===== src/verilog/ufs_params.svh =====
// Register offsets, field positions and reset values for the USB function status block.
// Assumes inclusion by bare name from design files; definitions only.
`ifndef UFS_PARAMS_SVH
`define UFS_PARAMS_SVH

// ----------------------------------------
// Register byte offsets (APB, 32-bit words)
// ----------------------------------------
`define UFS_OFF_FUNC_ADDR 12'h000
`define UFS_OFF_EVT_STATUS 12'h004
`define UFS_OFF_EVT_MASK 12'h008
`define UFS_OFF_EP0_OUT_CFG 12'h00c
`define UFS_ADDR_W 12

// ----------------------------------------
// Field positions
// ----------------------------------------
`define UFS_EVT_SETUP_OVW 0
`define UFS_EVT_WAKE 1
`define UFS_EVT_SETUP 2
`define UFS_EVT_RING1 3
`define UFS_EVT_RING2 4
`define UFS_EVT_RESUME 5
`define UFS_EVT_SUSPEND 6
`define UFS_EVT_BUS_RESET 7
`define UFS_CFG_IRQ_EN 2
`define UFS_CFG_STALL 3
`define UFS_CFG_TOGGLE 5
`define UFS_CFG_BM_EN 7

// ----------------------------------------
// Masks and reset values
// ----------------------------------------
`define UFS_ADDR_MASK 8'h7f
`define UFS_CFG_WR_MASK 8'h8c
`define UFS_BYTE_ZERO 8'h00
`define UFS_WORD_ZERO 32'h00000000
`define UFS_BYTE_W 8

`endif


===== src/verilog/ufs_pkg.sv =====
// Types shared by the USB function status block.
// Assumes ufs_params.svh is available on the include path.
`include "ufs_params.svh"

package ufs_pkg;

    // Link-side event strobes from the serial interface engine
    typedef struct packed {
        logic setup_ovw;
        logic wake;
        logic setup;
        logic ring1;
        logic ring2;
        logic resume;
        logic suspend;
        logic bus_reset;
    } ufs_event_type;

    // Endpoint-0 output transaction reports from the engine
    typedef struct packed {
        logic stall_sent;
        logic xfer_done;
        logic toggle_flip;
        logic toggle_clear;
    } ufs_ep0_rpt_type;

    // Controls back to the engine
    typedef struct packed {
        logic [6:0] device_address;
        logic ep0_force_nak;
        logic ep0_stall;
        logic ep0_bm_enable;
        logic ep0_data_toggle;
    } ufs_ctrl_type;

    typedef struct packed {
        logic [`UFS_BYTE_W-1:0] addr;
        logic [`UFS_BYTE_W-1:0] status;
        logic [`UFS_BYTE_W-1:0] mask;
        logic [`UFS_BYTE_W-1:0] cfg;
        logic xfer_irq;
    } ufs_regs_type;

    typedef struct packed {
        logic [`UFS_BYTE_W-1:0] q1;
        logic [`UFS_BYTE_W-1:0] q2;
        logic [`UFS_BYTE_W-1:0] q3;
        logic [`UFS_BYTE_W-1:0] seen;
    } ufs_sync_type;

endpackage

===== src/verilog/ufs_core.sv =====
// USB function status block: device address, event status with mask, endpoint-0 output configuration.
// Assumes an APB master on mclk_i, engine strobes on the same clock, and wake/ring pins that are asynchronous.
`timescale 1ns/1ps
`include "ufs_params.svh"

// Overview of operation
// Hold a 7-bit device address in bits 6..0 and drive it as current address.
// Microcontroller writes the new address after the host's set-address request.
// Status flags set only by hardware; write one clears, zero keeps; reset to zero.
// Each flag raises the interrupt while set and its mask bit is enabled.
// Bit 0 sets when a setup packet arrives over an unread one.
// Bit 1 sets on a remote wake-up request from the wake-up pin.
// Bit 2 sets on setup; while set, endpoint 0 IN and OUT are NAKed.
// Bits 3 and 4 set on ring detect of serial port one and two.
// Bit 5 sets when a function resume is detected on the bus.
// Bit 6 sets on global or selective suspend of the function.
// Bit 7 sets on host port reset; USB function reset does not clear it.
// Config bit 2 enables the endpoint-0 output completion interrupt.
// Stall bit 3 makes the endpoint answer STALL, then clears itself.
// Read-only bit 5 shows the endpoint-0 output DATA0/DATA1 toggle.
// Bit 7 lets the buffer manager use the endpoint; config resets to zero.
// Mask register has one enable per flag at equal positions, reset zero.
// Reserved bits read zero and ignore writes.
// Hardware set beats a same-cycle write-one clear.
module ufs_core (
    input wire logic mclk_i,
    input wire logic sys_rst_i,
    input wire logic usb_func_rst_i,
    input wire logic psel_i,
    input wire logic penable_i,
    input wire logic pwrite_i,
    input wire logic [`UFS_ADDR_W-1:0] paddr_i,
    input wire logic [31:0] pwdata_i,
    input wire logic [3:0] pstrb_i,
    output logic [31:0] prdata_o,
    output logic pready_o,
    output logic pslverr_o,
    input wire ufs_pkg::ufs_event_type sie_event_i,
    input wire logic wake_pin_i,
    input wire logic ring1_pin_i,
    input wire logic ring2_pin_i,
    input wire ufs_pkg::ufs_ep0_rpt_type ep0_rpt_i,
    output ufs_pkg::ufs_ctrl_type ctrl_o,
    output logic event_irq_o,
    output logic xfer_irq_o
);

    ufs_pkg::ufs_regs_type state_reg;
    ufs_pkg::ufs_regs_type state_next;
    logic [`UFS_BYTE_W-1:0] pin_rise;
    logic [`UFS_BYTE_W-1:0] hw_set;
    logic [`UFS_BYTE_W-1:0] w1c;
    logic wr_acc;
    logic rd_acc;
    logic hit;
    logic [31:0] rdata;

    // ----------------------------------------
    // Helpers
    // ----------------------------------------
    function automatic logic addr_known(input logic [`UFS_ADDR_W-1:0] a);
        addr_known = (a == `UFS_OFF_FUNC_ADDR) || (a == `UFS_OFF_EVT_STATUS) ||
            (a == `UFS_OFF_EVT_MASK) || (a == `UFS_OFF_EP0_OUT_CFG);
    endfunction

    // Merge written byte under a write mask, keeping the other bits
    function automatic logic [`UFS_BYTE_W-1:0] merge(input logic [`UFS_BYTE_W-1:0] old,
            input logic [`UFS_BYTE_W-1:0] wd, input logic [`UFS_BYTE_W-1:0] m);
        merge = (old & ~m) | (wd & m);
    endfunction

    // ----------------------------------------
    // Pin synchronisers
    // ----------------------------------------
    ufs_pin_sync u_sync (
        .mclk_i(mclk_i),
        .sys_rst_i(sys_rst_i),
        .pin_i({5'h00, ring2_pin_i, ring1_pin_i, wake_pin_i}),
        .rise_o(pin_rise)
    );

    // ----------------------------------------
    // Event sources
    // ----------------------------------------
    always_comb begin
        hw_set = `UFS_BYTE_ZERO;
        hw_set[`UFS_EVT_SETUP_OVW] = sie_event_i.setup_ovw;
        hw_set[`UFS_EVT_WAKE] = pin_rise[0] | sie_event_i.wake;
        hw_set[`UFS_EVT_SETUP] = sie_event_i.setup;
        hw_set[`UFS_EVT_RING1] = pin_rise[1] | sie_event_i.ring1;
        hw_set[`UFS_EVT_RING2] = pin_rise[2] | sie_event_i.ring2;
        hw_set[`UFS_EVT_RESUME] = sie_event_i.resume;
        hw_set[`UFS_EVT_SUSPEND] = sie_event_i.suspend;
        hw_set[`UFS_EVT_BUS_RESET] = sie_event_i.bus_reset;
    end

    // ----------------------------------------
    // APB decode
    // ----------------------------------------
    // Zero wait states; one write strobe lane carries every register
    assign hit = addr_known(paddr_i);
    assign wr_acc = psel_i & penable_i & pwrite_i & hit & pstrb_i[0];
    assign rd_acc = psel_i & penable_i & ~pwrite_i;
    assign w1c = (wr_acc && paddr_i == `UFS_OFF_EVT_STATUS) ? pwdata_i[`UFS_BYTE_W-1:0] : `UFS_BYTE_ZERO;

    always_comb begin
        rdata = `UFS_WORD_ZERO;
        unique case (paddr_i)
            `UFS_OFF_FUNC_ADDR: rdata[`UFS_BYTE_W-1:0] = state_reg.addr & `UFS_ADDR_MASK;
            `UFS_OFF_EVT_STATUS: rdata[`UFS_BYTE_W-1:0] = state_reg.status;
            `UFS_OFF_EVT_MASK: rdata[`UFS_BYTE_W-1:0] = state_reg.mask;
            `UFS_OFF_EP0_OUT_CFG: rdata[`UFS_BYTE_W-1:0] = state_reg.cfg;
            default: rdata = `UFS_WORD_ZERO;
        endcase
    end

    // ----------------------------------------
    // Register update
    // ----------------------------------------
    always_comb begin
        state_next = state_reg;
        // Set wins over clear so no event is lost
        state_next.status = (state_reg.status & ~w1c) | hw_set; // see
        if (wr_acc && paddr_i == `UFS_OFF_FUNC_ADDR) begin
            state_next.addr = merge(state_reg.addr, pwdata_i[`UFS_BYTE_W-1:0], `UFS_ADDR_MASK); // see
        end
        if (wr_acc && paddr_i == `UFS_OFF_EVT_MASK) begin
            state_next.mask = pwdata_i[`UFS_BYTE_W-1:0];
        end
        if (wr_acc && paddr_i == `UFS_OFF_EP0_OUT_CFG) begin
            state_next.cfg = merge(state_reg.cfg, pwdata_i[`UFS_BYTE_W-1:0], `UFS_CFG_WR_MASK); // see
        end
        // Engine reports after software write, so a sent STALL is not re-armed late
        if (ep0_rpt_i.stall_sent) begin
            state_next.cfg[`UFS_CFG_STALL] = 1'b0;
        end
        if (ep0_rpt_i.toggle_clear) begin
            state_next.cfg[`UFS_CFG_TOGGLE] = 1'b0;
        end else if (ep0_rpt_i.toggle_flip) begin
            state_next.cfg[`UFS_CFG_TOGGLE] = ~state_reg.cfg[`UFS_CFG_TOGGLE];
        end
        state_next.xfer_irq = ep0_rpt_i.xfer_done & state_reg.cfg[`UFS_CFG_IRQ_EN];
    end

    // ----------------------------------------
    // State registers
    // ----------------------------------------
    // USB function reset spares the bus-reset flag and clears the address along with the rest
    always_ff @(posedge mclk_i) begin
        if (sys_rst_i) begin
            state_reg <= '0;
        end else if (usb_func_rst_i) begin
            state_reg <= '0;
            state_reg.addr <= `UFS_BYTE_ZERO;
            state_reg.status[`UFS_EVT_BUS_RESET] <= state_next.status[`UFS_EVT_BUS_RESET];
        end else begin
            state_reg <= state_next;
        end
    end

    // ----------------------------------------
    // Outputs
    // ----------------------------------------
    assign pready_o = 1'b1;
    assign pslverr_o = psel_i & penable_i & ~hit;
    assign prdata_o = rd_acc ? rdata : `UFS_WORD_ZERO;
    assign event_irq_o = |(state_reg.status & state_reg.mask);
    assign xfer_irq_o = state_reg.xfer_irq;

    always_comb begin
        ctrl_o.device_address = state_reg.addr[6:0];
        ctrl_o.ep0_force_nak = state_reg.status[`UFS_EVT_SETUP];
        ctrl_o.ep0_stall = state_reg.cfg[`UFS_CFG_STALL];
        ctrl_o.ep0_bm_enable = state_reg.cfg[`UFS_CFG_BM_EN];
        ctrl_o.ep0_data_toggle = state_reg.cfg[`UFS_CFG_TOGGLE];
    end

endmodule


===== src/verilog/ufs_pin_sync.sv =====
// Three-stage synchroniser with agreement-based edge detect for asynchronous event pins.
// Assumes each pin is a level that stays high at least three clock cycles per event.
`timescale 1ns/1ps
`include "ufs_params.svh"

module ufs_pin_sync (
    input wire logic mclk_i,
    input wire logic sys_rst_i,
    input wire logic [`UFS_BYTE_W-1:0] pin_i,
    output logic [`UFS_BYTE_W-1:0] rise_o
);

    ufs_pkg::ufs_sync_type state_reg;
    ufs_pkg::ufs_sync_type state_next;

    // ----------------------------------------
    // Stage chain
    // ----------------------------------------
    // First stage feeds only the second; change counts when second and third agree
    always_comb begin
        state_next = state_reg;
        state_next.q1 = pin_i;
        state_next.q2 = state_reg.q1;
        state_next.q3 = state_reg.q2;
        state_next.seen = (state_reg.q2 == state_reg.q3) ? state_reg.q3 : state_reg.seen;
    end

    always_ff @(posedge mclk_i) begin
        if (sys_rst_i) begin
            state_reg <= '0;
        end else begin
            state_reg <= state_next;
        end
    end

    assign rise_o = state_next.seen & ~state_reg.seen;

endmodule


===== config.mk =====
export PLATFORM = sky130hd
export DESIGN_NAME = ufs_core
export DESIGN_NICKNAME = d
export VERILOG_FILES = /design/src/verilog/ufs_pkg.sv /design/src/verilog/ufs_core.sv /design/src/verilog/ufs_pin_sync.sv
export VERILOG_INCLUDE_DIRS = /design/src /design/src/verilog
export SDC_FILE = /design/constraint.sdc
export NUM_CORES = 1
export LEC_CHECK = 0
export BUFFER_PORTS_ARGS = -buffer_cell sky130_fd_sc_hd__buf_2
export CELL_PAD_IN_SITES_DETAIL_PLACEMENT = 1
export CELL_PAD_IN_SITES_GLOBAL_PLACEMENT = 1
export CORE_MARGIN = 2
export CORE_UTILIZATION = 31
export CTS_CLUSTER_DIAMETER = 50
export DETAILED_ROUTE_END_ITERATION = 10
export PLACE_DENSITY = 0.89
export SLEW_MARGIN = 20
export SYNTH_ARGS = -nofsm -noshare
export SYNTH_HDL_FRONTEND = slang
export SYNTH_SLANG_ARGS = --single-unit
export TNS_END_PERCENT = 50

===== constraint.sdc =====
create_clock -name mclk_i -period 2.3 [get_ports mclk_i]
set_clock_uncertainty 0.15 [all_clocks]
set_input_delay 0.345 -clock mclk_i [delete_from_list [all_inputs] [get_ports mclk_i]]
set_output_delay 0.345 -clock mclk_i [all_outputs]
set_load 0.01 [all_outputs]

After elaboration in Yosys (flattened, before gate mapping)
Cells that the tools add are included.
Widths: inputs -> output; s select.
{"block": "totals", "ff_bits": 65, "out_inout_bits": 47, "input_bits": 69, "wordCells": 57}
{"block": "op_classes", "bitwise": 21, "eq_ne": 4, "n_mux": 6, "reduce_logical": 13}
{"operator": "$mux 8", "n": 4}
{"operator": "$pmux 8 s4", "n": 1}
{"operator": "$eq 12x4->1 const B", "n": 2}
{"operator": "$and 8x8->8", "n": 2}
{"operator": "$eq 12x3->1 const B", "n": 1}
{"operator": "$logic_not 12->1", "n": 1}
{"operator": "$eq 8x8->1", "n": 1}
{"operator": "$not 8->8", "n": 1}
{"operator": "$or 7x8->8", "n": 1}
{"operator": "$or 8x7->8", "n": 1}
{"operator": "$or 8x8->8", "n": 1}
{"operator": "$reduce_or 8->1", "n": 1}
{"operator": "$and 1x1->1", "n": 7}
{"operator": "$reduce_or 3->1", "n": 2}
{"operator": "$logic_and 1x1->1", "n": 4}
{"operator": "$and 3x3->3", "n": 1}
{"operator": "$logic_or 1x1->1", "n": 3}
{"operator": "$not 1->1", "n": 3}
{"operator": "$not 3->3", "n": 1}
{"operator": "$or 1x1->1", "n": 3}
{"operator": "$reduce_bool 2->1", "n": 1}
{"operator": "$reduce_or 2->1", "n": 1}
{"operator": "$mux 1", "n": 1}

Logic depth before layout (Yosys ltp)
{"block": "depth", "ltp_word": 11, "mapped_depth": 5, "depth_no_buf": 4}

Hierarchy
A second synthesis with hierarchy kept.
{"block": "unflattened", "cells_unflattened": 296, "area_unflattened_um2": 2906.5}
{"module": "ufs_core", "n_inst": 1, "seq_area_each_um2": 560.5, "cells_each": 192, "area_per_inst_um2": 1717.9}
{"module": "ufs_pin_sync", "n_inst": 1, "seq_area_each_um2": 640.6, "cells_each": 104, "area_per_inst_um2": 1188.6}

Worst setup path before layout
No wires, ideal clock.
{"block": "synth_path", "path_kind": "input-to-output", "from": "in paddr_i[1]", "to": "out prdata_o[7]", "cell_stages": 5, "n_path_buf": 1, "t_required_ps": 1805, "path_slack_ps": 154, "arrival_time_ps": 1651, "cell_sequence": "nor4_4 -> nand2_1 -> or4_1 -> clkbuf_1 -> a21oi_1"}
{"block": "synth_via", "elab_chain_cells": 3, "elab_cells_between_ends": 6, "cone_classes": "eq/ne: 3; mux: 2; reduce/logical: 1"}
{"element": "from (decl)", "line": "ufs_core.sv:32", "source": "input wire logic [`UFS_ADDR_W-1:0] paddr_i,"}
{"element": "$eq 12x4->1, or another cell as far along", "line": "ufs_core.sv:108", "source": "unique case (paddr_i)"}
{"element": "$pmux 8 s4 (*)", "line": "ufs_core.sv:108"}
{"element": "$mux 8 (no source line) (*)"}
{"element": "to (decl)", "line": "ufs_core.sv:35", "source": "output logic [31:0] prdata_o,"}
Every way passes the cells marked *; elsewhere a longest branch is shown, timed or not.

Final worst setup path
{"block": "layout_path", "from": "in paddr_i[8]", "to": "out prdata_o[7]"}
The elaborated chain is that of the path after synthesis.

==> results.txt <==
The flip-flop count of the largest register, all copies and words added is 16. The number of hold violations in the final report was 0. After detailed routing, the total wire length is 5.23 mm. Synthesis handed over a netlist of 226 instances. The total of flip-flops plus latches after synthesis came out at 40. Routability-driven placement finished with a final weighted congestion of 0.816. For this design the static power due to leakage is 1.21 nW.

The post-route antenna net violation count is 0. The post-route netlist has 31.1% of its cells at a drive strength greater than 1. The number of standard-cell rows in the floorplan is 29.

The number of iterations in the first detailed-routing pass came out at 5. The fmax is 454 MHz. The die footprint came out at 7320 um^2. CTS placed an instance of sky130_fd_sc_hd__clkbuf_8 at the clock tree root.

The count of flip-flops with a built-in enable after synthesis is 0. In this run the worst hold path is classified as primary input to flip-flop. Setup repair after global routing left no endpoint under its margin. The headroom to the max-slew limit came out at 57.7%. The maximum fanout encountered on the critical timing path is 8. The most used cell along the critical path is sky130_fd_sc_hd__buf_2. The starting utilization of the core area is 32.3%. The number of H-tree levels is 2. The portion of synthesized cell area occupied by the leading cell type came out at 38.8%. The post-CTS clock slew at the launch and capture registers of the worst setup and hold paths is 0.08 ns. The count of vias placed by the detailed router is 1747. Counting flops with an async set or reset pin after synthesis yields a share of 0%. The netlist area before placement is 2060 um^2. The minimum period implied by the final worst setup slack is 2.20 ns. Traced cell by cell, the critical path runs through buf_2, nor4_4, nand2_1, or4_4, a21oi_2, buf_2.

The via count of the first global-routing pass is 1765. During synthesis, Yosys emitted a total of 0 warnings. The final total power is 1.49 mW. The via density per instance came out at 4.85. STA classifies the critical path endpoint as a primary output. The latest clock arrival within the worst-skew pair is 0.29 ns. The vertical die dimension came out at 85.6 um.

The total congestion overflow after global routing came out at 0. The clock buffer count from CTS is 5. The total routing resource utilization after global routing came out at 14.8%. Across the VDD grid, the largest voltage drop is 339 uV. For this run, the leading register cell type out of synthesis is sky130_fd_sc_hd__dfxtp_1.

The violation count after the first detailed-route iteration is 46. The net count reported at finish came out at 351. The setup slack of the worst register-to-register path is 0.66 ns.

The endpoint required time on the critical path came out at 1.80 ns. STA classifies the critical path startpoint as a primary input. The die outline width came out at 85.6 um. The transition time at the pin with the least slew margin is 0.630 ns.

The data arrival time of the critical path is 1.71 ns. The count of boundary I/O pins is 116. The netlist uses 35 different library cells.

After clock tree synthesis, the setup repair step added 0 buffers. For this run, the register share of the synthesized area comes to 38.8%. The flow ran to the end, and the final reports show no timing, DRC or antenna violations. The final antenna diode count is 0. In the post-synthesis netlist, the biggest area contributors are sky130_fd_sc_hd__dfxtp_1 39%, sky130_fd_sc_hd__buf_4 13%, sky130_fd_sc_hd__mux2i_1 12%. In this run the cell area measured after placement is 2320 um^2. The HPWL after detailed placement is 4.08 mm. TritonCTS built the clock tree. The wire length of the first global-routing pass came out at 8.50 mm. The largest individual stage delay along the critical path comes from the cell sky130_fd_sc_hd__or4_4. After detailed routing, the number of remaining DRC violations is 0.

Entering global routing, the biggest net connects 22 pins. The worst setup path is of the primary input to primary output kind. The number of clock sinks came out at 40.

Dividing the detail-routed wire length by the instance count gives 14.5 um. Across the run, the number of max-cap violations was 0. The number of max-slew violations in the final report is 0. The power density over cell area came out at 608 nW/um^2.

The count of buffers inserted at the top-level ports came out at 63. The total core area is 6390 um^2. The largest total area in the synthesized netlist belongs to sky130_fd_sc_hd__dfxtp_1. The layout overhead on the synthesized area came out at 18.8%. The setup-violating endpoint count in the final report came out at 0. The number of antenna violations at the first check in global routing came out at 0.

For this run, the slowest stage of the critical path takes 0.52 ns. Averaged over all synthesized cells, the footprint is 9.12 um^2. The maximum clock path buffer count is 2. The share of the cycle needed by the critical path after routing is 95.9%. Once layout is done, the placed cells without fillers occupy 2450 um^2.
placed cells by master (no fill, tap or decap), types with 2 or more instances in the layout:
cell type,n
sky130_fd_sc_hd__a22oi_1,4
sky130_fd_sc_hd__inv_1,11
sky130_fd_sc_hd__buf_4,6
sky130_fd_sc_hd__nor2_1,30
sky130_fd_sc_hd__a21oi_1,8
sky130_fd_sc_hd__a31oi_1,6
sky130_fd_sc_hd__nand3b_1,2
sky130_fd_sc_hd__nor2b_2,2
sky130_fd_sc_hd__nand2_1,3
sky130_fd_sc_hd__nor2b_1,11
sky130_fd_sc_hd__conb_1,25
sky130_fd_sc_hd__dfxtp_1,40
sky130_fd_sc_hd__nor3_1,3
sky130_fd_sc_hd__nor4_4,2
sky130_fd_sc_hd__o21ai_0,6
sky130_fd_sc_hd__mux4_2,3
sky130_fd_sc_hd__clkbuf_8,7
sky130_fd_sc_hd__buf_2,63
sky130_fd_sc_hd__xor2_1,3
sky130_fd_sc_hd__nor4b_1,2
sky130_fd_sc_hd__mux2i_1,24
sky130_fd_sc_hd__nand4_1,5
routing by layer:
| layer | share of wire [%] | up-vias | track usage, % |
|---|---|---|---|
| met5 | 0 | - | 0 |
| met4 | 1.1 | 0 | 4.76 |
| met3 | 6.7 | 6 | 3.66 |
| met2 | 48 | 66 | 26.0 |
| met1 | 45 | 842 | 17.6 |
| li1 | - | 833 | - |
critical path: cells and delay by family:
kind,cells,cell delay [ns]
buffers and inverters,2,0.27
AND/OR/NAND/NOR,3,0.93
AO/OA/AOI/OAI,1,0.16
timing repair:
action / 4_1_cts / 5_1_grt
pin swaps: 0 / 3
setup endpoints to repair: 3 / 8
resized for setup: 3 / 3
hold buffers: 0 / 0
worst paths after layout:
check	from	cells past startpoint	endpoint
setup / recovery	paddr_i[8]	6	prdata_o[7]
hold / removal	ep0_rpt_i[0]	2	ctrl_o[0]
setup reg to reg	u_sync.state_reg[8]	4	state_reg[18]
hold reg to reg	u_sync.state_next[16]	1	u_sync.state_next[8]
synthesized netlist by cell type, types with 2 or more instances:
library cell and number:
sky130_fd_sc_hd__xor2_1 3, sky130_fd_sc_hd__clkbuf_1 6, sky130_fd_sc_hd__mux2i_1 24, sky130_fd_sc_hd__inv_1 11, sky130_fd_sc_hd__nand4_1 5, sky130_fd_sc_hd__nand3b_1 2, sky130_fd_sc_hd__a21oi_1 9, sky130_fd_sc_hd__nand2_1 3
sky130_fd_sc_hd__conb_1 2, sky130_fd_sc_hd__mux4_2 3, sky130_fd_sc_hd__nor3_1 3, sky130_fd_sc_hd__dfxtp_1 40, sky130_fd_sc_hd__nor2_1 31, sky130_fd_sc_hd__nor2b_1 13, sky130_fd_sc_hd__o21ai_0 6, sky130_fd_sc_hd__nor4_4 2
sky130_fd_sc_hd__nor4b_1 2, sky130_fd_sc_hd__a31oi_1 6, sky130_fd_sc_hd__buf_4 36, sky130_fd_sc_hd__a22oi_1 4
cells by family (layout without fill, tap and decap cells):
| family | after synthesis | count (layout) | share of synthesized area (%) |
|---|---|---|---|
| and+or+nand+nor | 69 | 69 | 18.8 |
| buffers and inverters | 54 | 88 | 16.4 |
| DFF | 40 | 40 | 38.8 |
| AOI/OAI and AO/OA | 29 | 29 | 8.50 |
| muxes | 28 | 28 | 15.5 |
| xor gates and xnor gates | 4 | 4 | 1.70 |
| other | 2 | 25 | 0.364 |
area by class of cell:
| class | instances | area, um^2 |
|---|---|---|
| flip-flops and latches | 40 | 801 |
| fillers | 794 | 3940 |
| well taps | 77 | 96.3 |
| multi-input cells | 155 | 1020 |
| repair buffers | 69 | 360 |
| clock inverters | 1 | 30.0 |
| inverters | 11 | 41.3 |
| clock buffers | 7 | 96.3 |
stage by stage:
| stage | TNS (ns) | hold slack [ns] | cells | utilization [%] | worst slack, ns |
|---|---|---|---|---|---|
| 2_1_floorplan | 0 | 0.264 | 249 | - | 0.154 |
| 3_3_place_gp | -0.0780 | 0.268 | 353 | 36.3 | -0.0452 |
| 3_5_place_dp | -0.0210 | 0.279 | 353 | 36.3 | -0.0204 |
| 4_1_cts | 0 | 0.0465 | 361 | 38.4 | 0.00106 |
| 5_1_grt | 0 | 0.0502 | 360 | 38.4 | 0.0413 |
| 6_report | 0 | 0.0521 | 360 | 38.4 | 0.0951 |
where the power goes:
group	switching (mW)	internal [mW]	leakage, nW
sequential	0.0107	0.707	0.325
clock	0.244	0.383	0.0645
combinational	0.0861	0.0575	0.823
total	0.341	1.15	1.21
(Power assumes the default switching activity.)
